File: src/dadc_regs.svh
`ifndef DADC_REGS_SVH
`define DADC_REGS_SVH

// Register byte offsets, low address bits only
`define DADC_CTRL_OFFSET    4'h0
`define DADC_STATUS_OFFSET  4'h4
`define DADC_COEF_OFFSET    4'h8
`define DADC_RESULT_OFFSET  4'hC

// Control word: bit 0 bus select, 1 coding, 2 hold, 3 sleep, 4 gain, 5 trigger
`define DADC_CTRL_WIDTH     6
`define DADC_CTRL_RESET     6'h01

// Status word layout
`define DADC_STATUS_BUSY    0
`define DADC_STATUS_PWR_LSB 1
`define DADC_STATUS_PWR_MSB 3

// Coefficient and result words: channel one low, channel two from bit 16
`define DADC_WORD_Q_LSB     16
`define DADC_WORD_Q_MSB     25

// Correction sequence timing in clock cycles
`define DADC_CAL_CYCLES     34
`define DADC_CAL_LAST       6'h21
`define DADC_CAL_FIRST_ACC  6'h02
`define DADC_CAL_LAST_ACC   6'h21

`endif

File: src/dadc_pkg.sv
package dadc_pkg;

  typedef enum logic [2:0]
  {
    DADC_PWR_NORMAL  = 3'b001,
    DADC_PWR_STANDBY = 3'b010,
    DADC_PWR_SLEEP   = 3'b100
  } dadc_power_type;

  typedef enum logic [1:0]
  {
    DADC_CAL_IDLE = 2'b01,
    DADC_CAL_RUN  = 2'b10
  } dadc_cal_type;

  typedef struct packed
  {
    logic trigger;
    logic gain_high;
    logic sleep_request;
    logic low_power_hold;
    logic output_coding_select;
    logic bus_select;
  } dadc_ctrl_type;

  typedef struct packed
  {
    logic [9:0] i;
    logic [9:0] q;
  } dadc_pair_type;

endpackage

File: src/dadc_ctrl.sv
`timescale 1ns/1ns
`include "dadc_regs.svh"
// Notes on behaviour
// Both channels are sampled together on the falling clock edge.
// Bus select high: each channel drives its own output bus.
// Bus select low: both channels share bus one; bus two is driven low.
// A rising offset trigger starts one correction sequence per channel.
// A sequence lasts 34 cycles and averages 32 conversions into a coefficient.
// The stored coefficient is subtracted from every later result of its channel.
// Both coefficients are zero after reset.
// Software triggers correction once after power-up, again only after power loss.
// Software holds inputs at zero and allows 35 cycles for the sequence.
// Coding select low gives offset binary, high gives two's complement.
// Conversion runs only with hold and sleep low; hold alone means standby.
// In standby the outputs keep the last result.
// Sleep request high stops conversion in the sleep state.
// Hold and sleep together behave as sleep.
// In sleep the outputs keep the last result.
// Gain low selects span equal to reference, high twice the reference.
// Software supplies a clean clock of 1 to 30 MHz, nominally 20 MHz.
// Parallel mode latency is 2.5 cycles from sample to bus.
// Multiplexed mode latency is 2.5 cycles for channel one, 3.0 for two.
// Shared bus shows channel one after the rise and channel two after the fall.
// Trigger edge is detected on the clock; edges during a sequence are ignored.
module dadc_ctrl
(
  input  wire logic        clk,
  input  wire logic        resetn,
  input  wire logic        hsel,
  input  wire logic [31:0] haddr,
  input  wire logic [1:0]  htrans,
  input  wire logic        hwrite,
  input  wire logic [2:0]  hsize,
  input  wire logic [31:0] hwdata,
  input  wire logic        hready,
  output logic             hreadyout,
  output logic [31:0]      hrdata,
  output logic             hresp,
  input  wire logic [9:0]  conv_i_raw,
  input  wire logic [9:0]  conv_q_raw,
  output logic [9:0]       bus_a_data,
  output logic [9:0]       bus_b_data,
  output logic             analog_gain_high,
  output logic             analog_standby,
  output logic             analog_sleep
);

  typedef struct packed
  {
    dadc_pkg::dadc_ctrl_type  ctrl;
    logic                     trig_prev;
    dadc_pkg::dadc_power_type power;
    dadc_pkg::dadc_cal_type   cal;
    logic [5:0]               cal_cnt;
    logic [14:0]              acc_i;
    logic [14:0]              acc_q;
    logic [9:0]               coef_i;
    logic [9:0]               coef_q;
    dadc_pkg::dadc_pair_type  s1;
    dadc_pkg::dadc_pair_type  s2;
    dadc_pkg::dadc_pair_type  out;
    logic                     wr_pend;
    logic [3:0]               wr_addr;
    logic [31:0]              rdata;
  } dadc_state_type;

  typedef struct packed
  {
    dadc_pkg::dadc_pair_type samp;
    logic [9:0]              mux_q;
  } dadc_fall_type;

  dadc_state_type st_reg;
  dadc_state_type st_next;
  dadc_fall_type  fl_reg;
  dadc_fall_type  fl_next;
  logic           converting;
  logic           trig_rise;
  logic           addr_valid;

  // Raw code to signed, minus coefficient, clamped to ten bits
  function automatic logic [9:0] dadc_correct(input logic [9:0] raw, input logic [9:0] coef);
    logic [11:0] d;
    d = {{2{~raw[9]}}, ~raw[9], raw[8:0]} - {{2{coef[9]}}, coef};
    if (!d[11] && d[10:9] != 2'b00)
      dadc_correct = 10'h1FF;
    else if (d[11] && d[10:9] != 2'b11)
      dadc_correct = 10'h200;
    else
      dadc_correct = d[9:0];
  endfunction

  function automatic logic [9:0] dadc_format(input logic [9:0] v, input logic twos);
    dadc_format = twos ? v : {~v[9], v[8:0]};
  endfunction

  function automatic logic [14:0] dadc_sext(input logic [9:0] raw);
    dadc_sext = {{5{~raw[9]}}, ~raw[9], raw[8:0]};
  endfunction

  assign converting = (st_reg.power == dadc_pkg::DADC_PWR_NORMAL);
  assign trig_rise  = st_reg.ctrl.trigger && !st_reg.trig_prev;
  assign addr_valid = hsel && hready && htrans[1];

  always_comb
  begin
    st_next = st_reg;
    st_next.trig_prev = st_reg.ctrl.trigger;
    // Bus write lands in the data phase; zero wait states
    if (st_reg.wr_pend && st_reg.wr_addr == `DADC_CTRL_OFFSET)
      st_next.ctrl = dadc_pkg::dadc_ctrl_type'(hwdata[`DADC_CTRL_WIDTH-1:0]);
    st_next.wr_pend = addr_valid && hwrite;
    st_next.wr_addr = haddr[3:0];
    if (addr_valid && !hwrite)
    begin
      st_next.rdata = 32'h0000_0000;
      case (haddr[3:0])
        `DADC_CTRL_OFFSET:
          st_next.rdata[`DADC_CTRL_WIDTH-1:0] = st_reg.ctrl;
        `DADC_STATUS_OFFSET:
        begin
          st_next.rdata[`DADC_STATUS_BUSY] = (st_reg.cal == dadc_pkg::DADC_CAL_RUN);
          st_next.rdata[`DADC_STATUS_PWR_MSB:`DADC_STATUS_PWR_LSB] = st_reg.power;
        end
        `DADC_COEF_OFFSET:
        begin
          st_next.rdata[9:0] = st_reg.coef_i;
          st_next.rdata[`DADC_WORD_Q_MSB:`DADC_WORD_Q_LSB] = st_reg.coef_q;
        end
        `DADC_RESULT_OFFSET:
        begin
          st_next.rdata[9:0] = st_reg.out.i;
          st_next.rdata[`DADC_WORD_Q_MSB:`DADC_WORD_Q_LSB] = st_reg.out.q;
        end
        default:
          st_next.rdata = 32'h0000_0000;
      endcase
    end
    // Sleep outranks standby
    if (st_reg.ctrl.sleep_request)
      st_next.power = dadc_pkg::DADC_PWR_SLEEP;
    else if (st_reg.ctrl.low_power_hold)
      st_next.power = dadc_pkg::DADC_PWR_STANDBY;
    else
      st_next.power = dadc_pkg::DADC_PWR_NORMAL;
    case (st_reg.cal)
      dadc_pkg::DADC_CAL_IDLE:
      begin
        // Edges seen while running are dropped, not queued
        if (trig_rise)
        begin
          st_next.cal     = dadc_pkg::DADC_CAL_RUN;
          st_next.cal_cnt = 6'h00;
          st_next.acc_i   = 15'h0000;
          st_next.acc_q   = 15'h0000;
        end
      end
      dadc_pkg::DADC_CAL_RUN:
      begin
        // Count pauses while not converting; the first sample added after a pause is captured on the first falling edge after conversion resumes
        if (converting)
        begin
          if (st_reg.cal_cnt >= `DADC_CAL_FIRST_ACC && st_reg.cal_cnt <= `DADC_CAL_LAST_ACC)
          begin
            st_next.acc_i = st_reg.acc_i + dadc_sext(fl_reg.samp.i);
            st_next.acc_q = st_reg.acc_q + dadc_sext(fl_reg.samp.q);
          end
          if (st_reg.cal_cnt == `DADC_CAL_LAST)
          begin
            st_next.cal    = dadc_pkg::DADC_CAL_IDLE;
            st_next.coef_i = st_next.acc_i[14:5];
            st_next.coef_q = st_next.acc_q[14:5];
          end
          else
            st_next.cal_cnt = st_reg.cal_cnt + 6'h01;
        end
      end
      default:
        st_next.cal = dadc_pkg::DADC_CAL_IDLE;
    endcase
    // Pipeline freezes outside normal mode so outputs hold the last result
    if (converting)
    begin
      st_next.s1.i  = dadc_correct(fl_reg.samp.i, st_reg.coef_i);
      st_next.s1.q  = dadc_correct(fl_reg.samp.q, st_reg.coef_q);
      st_next.s2.i  = dadc_format(st_reg.s1.i, st_reg.ctrl.output_coding_select);
      st_next.s2.q  = dadc_format(st_reg.s1.q, st_reg.ctrl.output_coding_select);
      st_next.out   = st_reg.s2;
    end
    if (!resetn)
    begin
      st_next         = '0;
      st_next.ctrl    = dadc_pkg::dadc_ctrl_type'(`DADC_CTRL_RESET);
      st_next.power   = dadc_pkg::DADC_PWR_NORMAL;
      st_next.cal     = dadc_pkg::DADC_CAL_IDLE;
      st_next.coef_i  = 10'h000;
      st_next.coef_q  = 10'h000;
    end
  end

  always_ff @(posedge clk)
  begin
    st_reg <= st_next;
  end

  always_comb
  begin
    fl_next = fl_reg;
    if (converting)
      fl_next.samp = {conv_i_raw, conv_q_raw};
    fl_next.mux_q = st_reg.out.q;
    if (!resetn)
      fl_next = '0;
  end

  // Sampling and the shared-bus second half run on the falling edge
  always_ff @(negedge clk)
  begin
    fl_reg <= fl_next;
  end

  // Output-DDR style select; both legs come from flip-flops
  assign bus_a_data = (st_reg.ctrl.bus_select || clk) ? st_reg.out.i : fl_reg.mux_q;
  assign bus_b_data = st_reg.ctrl.bus_select ? st_reg.out.q : 10'h000;
  assign analog_gain_high = st_reg.ctrl.gain_high;
  assign analog_sleep     = (st_reg.power == dadc_pkg::DADC_PWR_SLEEP);
  assign analog_standby   = (st_reg.power == dadc_pkg::DADC_PWR_STANDBY);
  assign hreadyout = 1'b1;
  assign hresp     = 1'b0;
  assign hrdata    = st_reg.rdata;

  property p_mux_b_low;
    @(posedge clk) disable iff (!resetn) !st_reg.ctrl.bus_select |-> bus_b_data == 10'h000;
  endproperty
  a_mux_b_low: assert property (p_mux_b_low) else $error("bus two not low in mux mode");

  property p_par_b;
    @(posedge clk) disable iff (!resetn) st_reg.ctrl.bus_select |-> bus_b_data == st_reg.out.q;
  endproperty
  a_par_b: assert property (p_par_b) else $error("bus two not channel two");

  property p_cal_start;
    @(posedge clk) disable iff (!resetn)
      (trig_rise && st_reg.cal == dadc_pkg::DADC_CAL_IDLE) |=> st_reg.cal == dadc_pkg::DADC_CAL_RUN && st_reg.cal_cnt == 6'h00;
  endproperty
  a_cal_start: assert property (p_cal_start) else $error("trigger edge did not start");

  property p_cal_len;
    @(posedge clk) disable iff (!resetn)
      $fell(st_reg.cal == dadc_pkg::DADC_CAL_RUN) |-> $past(st_reg.cal_cnt) == `DADC_CAL_LAST;
  endproperty
  a_cal_len: assert property (p_cal_len) else $error("sequence length wrong");

  property p_ignore_edge;
    @(posedge clk) disable iff (!resetn)
      (trig_rise && st_reg.cal == dadc_pkg::DADC_CAL_RUN && converting && st_reg.cal_cnt != `DADC_CAL_LAST)
        |=> st_reg.cal_cnt == $past(st_reg.cal_cnt) + 6'h01;
  endproperty
  a_ignore_edge: assert property (p_ignore_edge) else $error("edge restarted sequence");

  property p_reset_coef;
    @(posedge clk) $past(!resetn) |-> st_reg.coef_i == 10'h000 && st_reg.coef_q == 10'h000;
  endproperty
  a_reset_coef: assert property (p_reset_coef) else $error("coefficient not cleared");

  property p_subtract;
    @(posedge clk) disable iff (!resetn)
      converting |=> st_reg.s1.i == dadc_correct($past(fl_reg.samp.i), $past(st_reg.coef_i));
  endproperty
  a_subtract: assert property (p_subtract) else $error("offset not subtracted");

  property p_format;
    @(posedge clk) disable iff (!resetn)
      (converting && st_reg.ctrl.output_coding_select) |=> st_reg.s2.i == $past(st_reg.s1.i);
  endproperty
  a_format: assert property (p_format) else $error("two's complement coding wrong");

  property p_latency;
    @(posedge clk) disable iff (!resetn)
      (converting && !st_reg.ctrl.output_coding_select) ##1 converting |=> st_reg.out.i == ($past(st_reg.s1.i, 2) ^ 10'h200);
  endproperty
  a_latency: assert property (p_latency) else $error("output latency wrong");

  property p_hold;
    @(posedge clk) disable iff (!resetn) !converting |=> $stable(st_reg.out);
  endproperty
  a_hold: assert property (p_hold) else $error("output changed in low power");

  property p_priority;
    @(posedge clk) disable iff (!resetn)
      (st_reg.ctrl.sleep_request && st_reg.ctrl.low_power_hold) |=> analog_sleep && !analog_standby;
  endproperty
  a_priority: assert property (p_priority) else $error("sleep lost priority");

  c_cal_done: cover property (@(posedge clk) disable iff (!resetn) $fell(st_reg.cal == dadc_pkg::DADC_CAL_RUN));
  c_mux: cover property (@(posedge clk) disable iff (!resetn) !st_reg.ctrl.bus_select && converting);
  c_sleep: cover property (@(posedge clk) disable iff (!resetn) $rose(analog_sleep));
  c_standby: cover property (@(posedge clk) disable iff (!resetn) $rose(analog_standby));

endmodule

File: config.mk
export PLATFORM = sky130hd
export DESIGN_NAME = dadc_ctrl
export DESIGN_NICKNAME = d
export VERILOG_FILES = /design/src/dadc_pkg.sv /design/src/dadc_ctrl.sv
export VERILOG_INCLUDE_DIRS = /design/src /design/src/src
export SDC_FILE = /design/constraint.sdc
export NUM_CORES = 1
export LEC_CHECK = 0
export BUFFER_PORTS_ARGS = -buffer_cell sky130_fd_sc_hd__buf_2
export CAP_MARGIN = 10
export CORE_UTILIZATION = 35
export CTS_CLUSTER_SIZE = 12
export DETAILED_ROUTE_END_ITERATION = 8
export HOLD_SLACK_MARGIN = 0.06
export SLEW_MARGIN = 20
export SYNTH_ARGS = -nofsm -noshare
export SYNTH_HDL_FRONTEND = slang
export SYNTH_SLANG_ARGS = --single-unit
File: constraint.sdc
create_clock -name clk -period 6.15 [get_ports clk]
set_input_delay 1.23 -clock clk [delete_from_list [all_inputs] [get_ports clk]]
set_output_delay 1.23 -clock clk [all_outputs]
set_load 0.02 [all_outputs]
# Word-level counts from Yosys, hierarchy flattened
# Index checks and enable logic that the tools add are counted.
[word_totals]
rom_bits = 0
out_inout_bits = 57
latchBits = 0
memories = 0
register_bits = 183
ram_bits = 0
[classes]
multipliers = 0
n_bitwise = 5
n_eq_ne = 16
n_lt_le_gt_ge = 2
n_addsub = 5
muxes = 22
reduce_logical = 27
shift = 0
n_div = 0
[op_table]
columns = ["operator", "count"]
rows = [
  ["$mux 10", 8],
  ["$pmux 36 s2", 1],
  ["$mux 58", 1],
  ["$mux 38", 1],
  ["$add 15x15->15", 2],
  ["$mux 30", 1],
  ["$sub 10x10->11", 2],
  ["$mux 20", 1],
  ["$pmux 10 s2", 1],
  ["$pmux 4 s4", 1],
  ["$logic_and 1x1->1", 11],
  ["$ne 2x2->1 const B", 5],
  ["$reduce_and 3->1", 3],
  ["$eq 4x4->1 const B", 2],
  ["$logic_not 4->1", 2],
  ["$pmux 4 s2", 1],
  ["$reduce_and 4->1", 2],
  ["$add 6x1->6 const B", 1],
  ["$eq 6x6->1 const B", 1],
  ["$ge 6x2->1 const B", 1],
  ["$le 6x6->1 const B", 1],
  ["$mux 6", 1],
  ["$pmux 2 s3", 1],
  ["$reduce_bool 2->1", 3],
  ["other kinds (14)", 23],
]

# Longest topological paths before layout
[logic_depth]
depth_word = 6
depth_mapped = 11

==> flow_metrics.tcl <==
set metrics [dict create \
    relSlewSlack_pct 25.1 \
    cts_hold_buf 0 \
    hold_viol 0 \
    ys.flop_type "dfxtp_1" \
    rsz0062_at_grt "no" \
    drive_above_1_share_pct 13.7 \
    powerDensity_nw_per_um2 265 \
    syn_inst 1133 \
    finalPower_mw 2.92 \
    synth_warnings 0 \
    dpl_cell_area_um2 10100 \
    synth_compound_area_share_pct 21.3 \
    fp.dieW_um 168 \
    first_pass_iters 5 \
    layoutNonFillerInstCount 1555 \
    io_pins 151 \
    holdCritPathClass "flop to flop" \
    rows 60 \
    drc 0 \
    max_cap_viol_count 0 \
    cts_tree "built" \
    tns_ns 0 \
    crit_path_start_kind "clock port" \
    setup_slack_ns 0.0971 \
    slew_viol_final 0 \
    top_layer_used "met4" \
    numPortBuffers 78 \
    clock_latency_ns 0.60 \
    crit_type "clock port to output pin" \
    place_inst 1484 \
    overflow 0 \
    antenna_left 0 \
    synthXorXnorAreaFrac_pct 3.28 \
    n_antenna_cell 0 \
    synth-edff-count 0 \
    die_y_um 168 \
    grt_pass1_vias 7728 \
    synthAdderAreaFrac_pct 7.59 \
    dpl.hpwl_um 16700 \
    grt_max_degree 64 \
    whs_ns 0.461 \
    grt_antenna_before_repair 0 \
    avgSynthCellArea_um2 8.49 \
    finalNetCount 1351 \
    routedWlPerCell_um 14.9 \
    required_ns 4.92 \
    synth_top_family_by_area "compound AO/OA/AOI/OAI gates" \
    setup_violations 0 \
    netlist_area_um2 9620 \
    ir_drop_uv 187 \
    crit_path_end_kind "output pin" \
    cts_resized 0 \
    clkTransAtPathRegs_ns 0.07 \
    gp_congestion 0.854 \
    final_common_cell "dfxtp_1" \
    pre_cts_ws_ns 0.385 \
    drt-total-wl_um 23200 \
    core_um2 27000 \
    grt_usage_pct 17.5 \
    start_util_pct 35.7 \
    seq_area_frac_synth_pct 38.1 \
    cts_setup_buffers 0 \
    cp.arrival_ns 4.82 \
    tightest_slew_ns 1.12 \
    final_cell_mix "dfxtp_1 (183), nand2_1 (179), buf_2 (77)" \
    areaGrowthSynthToFinish_pct 14.9 \
    die_area_um2 28200 \
    viasPerCell 5.13 \
    synth-async-reset-ratio_pct 0 \
    muxShareOfSynthArea_pct 2.94 \
    wl_met2_um 10700 \
    largest_register_ffs 132 \
    drt_iter0_drc 470 \
    leakagePower_nw 4.62 \
    route.met3.wl_um 779 \
    fin_area_um2 11100 \
    grt_pass1_wl_um 38600 \
    status "finished clean" \
    ys_types 66 \
    synthSimpleGateAreaFrac_pct 20.1 \
    skew_ns 0.0658 \
    synth_seq_cells 183 \
    vias 7980 \
    wl_met1_um 11300 \
    postLayoutCoreUtil_pct 41.0 \
    critPathMaxFanout 5 \
]
## power breakdown
part           switching, mW  internal, mW  total, mW
Clock                  0.596         0.810       1.41
Combinational          0.147         0.109      0.255
Sequential            0.0306          1.23       1.26
Total                  0.773          2.15       2.92
## cells in the mapped netlist (4+ instances only)
| library cell | count | area, um2 |
|---|---|---|
| a22o_1 | 4 | 35.0 |
| fa_1 | 4 | 80.1 |
| nor3_1 | 14 | 70.1 |
| nand2b_1 | 13 | 81.3 |
| nand3_1 | 22 | 110 |
| xnor2_1 | 23 | 201 |
| o211a_1 | 8 | 80.1 |
| mux2i_1 | 8 | 80.1 |
| buf_4 | 34 | 255 |
| mux4_2 | 4 | 90.1 |
| or3_1 | 4 | 25.0 |
| nor2_1 | 53 | 199 |
| ha_1 | 52 | 651 |
| clkbuf_1 | 47 | 176 |
| o21ai_0 | 46 | 230 |
| a31oi_1 | 5 | 31.3 |
| nand2_1 | 180 | 676 |
| o21ai_1 | 23 | 115 |
| and3_1 | 8 | 50.1 |
| o21a_1 | 9 | 67.6 |
| a21boi_0 | 66 | 495 |
| inv_1 | 43 | 161 |
| dfxtp_1 | 183 | 3660 |
| nor3b_1 | 17 | 128 |
| mux2_2 | 10 | 113 |
| a22oi_1 | 26 | 195 |
| and2_1 | 31 | 194 |
| nand4_1 | 9 | 56.3 |
| a21oi_1 | 52 | 260 |
| a221oi_1 | 15 | 131 |
| o31a_1 | 4 | 35.0 |
| a21o_1 | 10 | 75.1 |
| a211oi_1 | 4 | 30.0 |
| nor2b_1 | 36 | 225 |
| buf_2 | 8 | 40.0 |
| xor2_1 | 13 | 114 |
## worst paths after layout
| check | from | to | slack (ns) | cells after the start |
|---|---|---|---|---|
| max | clk | bus_a_data[8] | 0.1 | 11 |
| max reg2reg | fl_reg[20] | st_reg[116] | 0.35 | 11 |
| min reg2reg | st_reg[58] | st_reg[38] | 0.46 | 2 |
| min | st_reg[58] | st_reg[38] | 0.46 | 2 |
## worst max-delay path, stage by stage
cell	delay [ns]
clkbuf_16	0.12
clkbuf_16	0.14
clkbuf_16	0.14
clkbuf_16	0.13
clkbuf_16	0.13
clkbuf_16	0.13
nor2_1	0.16
clkbuf_16	0.18
clkbuf_16	0.13
mux2_2	0.34
buf_2	0.16
## cells by family (layout without fill, tap and decap cells)
group,count (synthesis),after routing
compound gates,299,299
xor+xnor,36,36
buf+inv,135,204
fa+ha+maj,56,56
mux,22,22
flops,183,183
simple gates,400,400
other cells,2,14
## routing by layer
layer	track usage (%)	vias up
li1	-	4031
met1	22.6	3761
met5	0	-
met3	3.76	35
met2	27.8	153
met4	8.02	0
## final cells by class
type                    instances  area [um2]
fillers                      2779       15900
multi-input cells             827        5390
flip-flops and latches        183        3660
clock buffers                  37         726
repair buffers                 80         433
well taps                     341         427
clock inverters                45         259
inverters                      42         158
(Power assumes the default switching activity.)
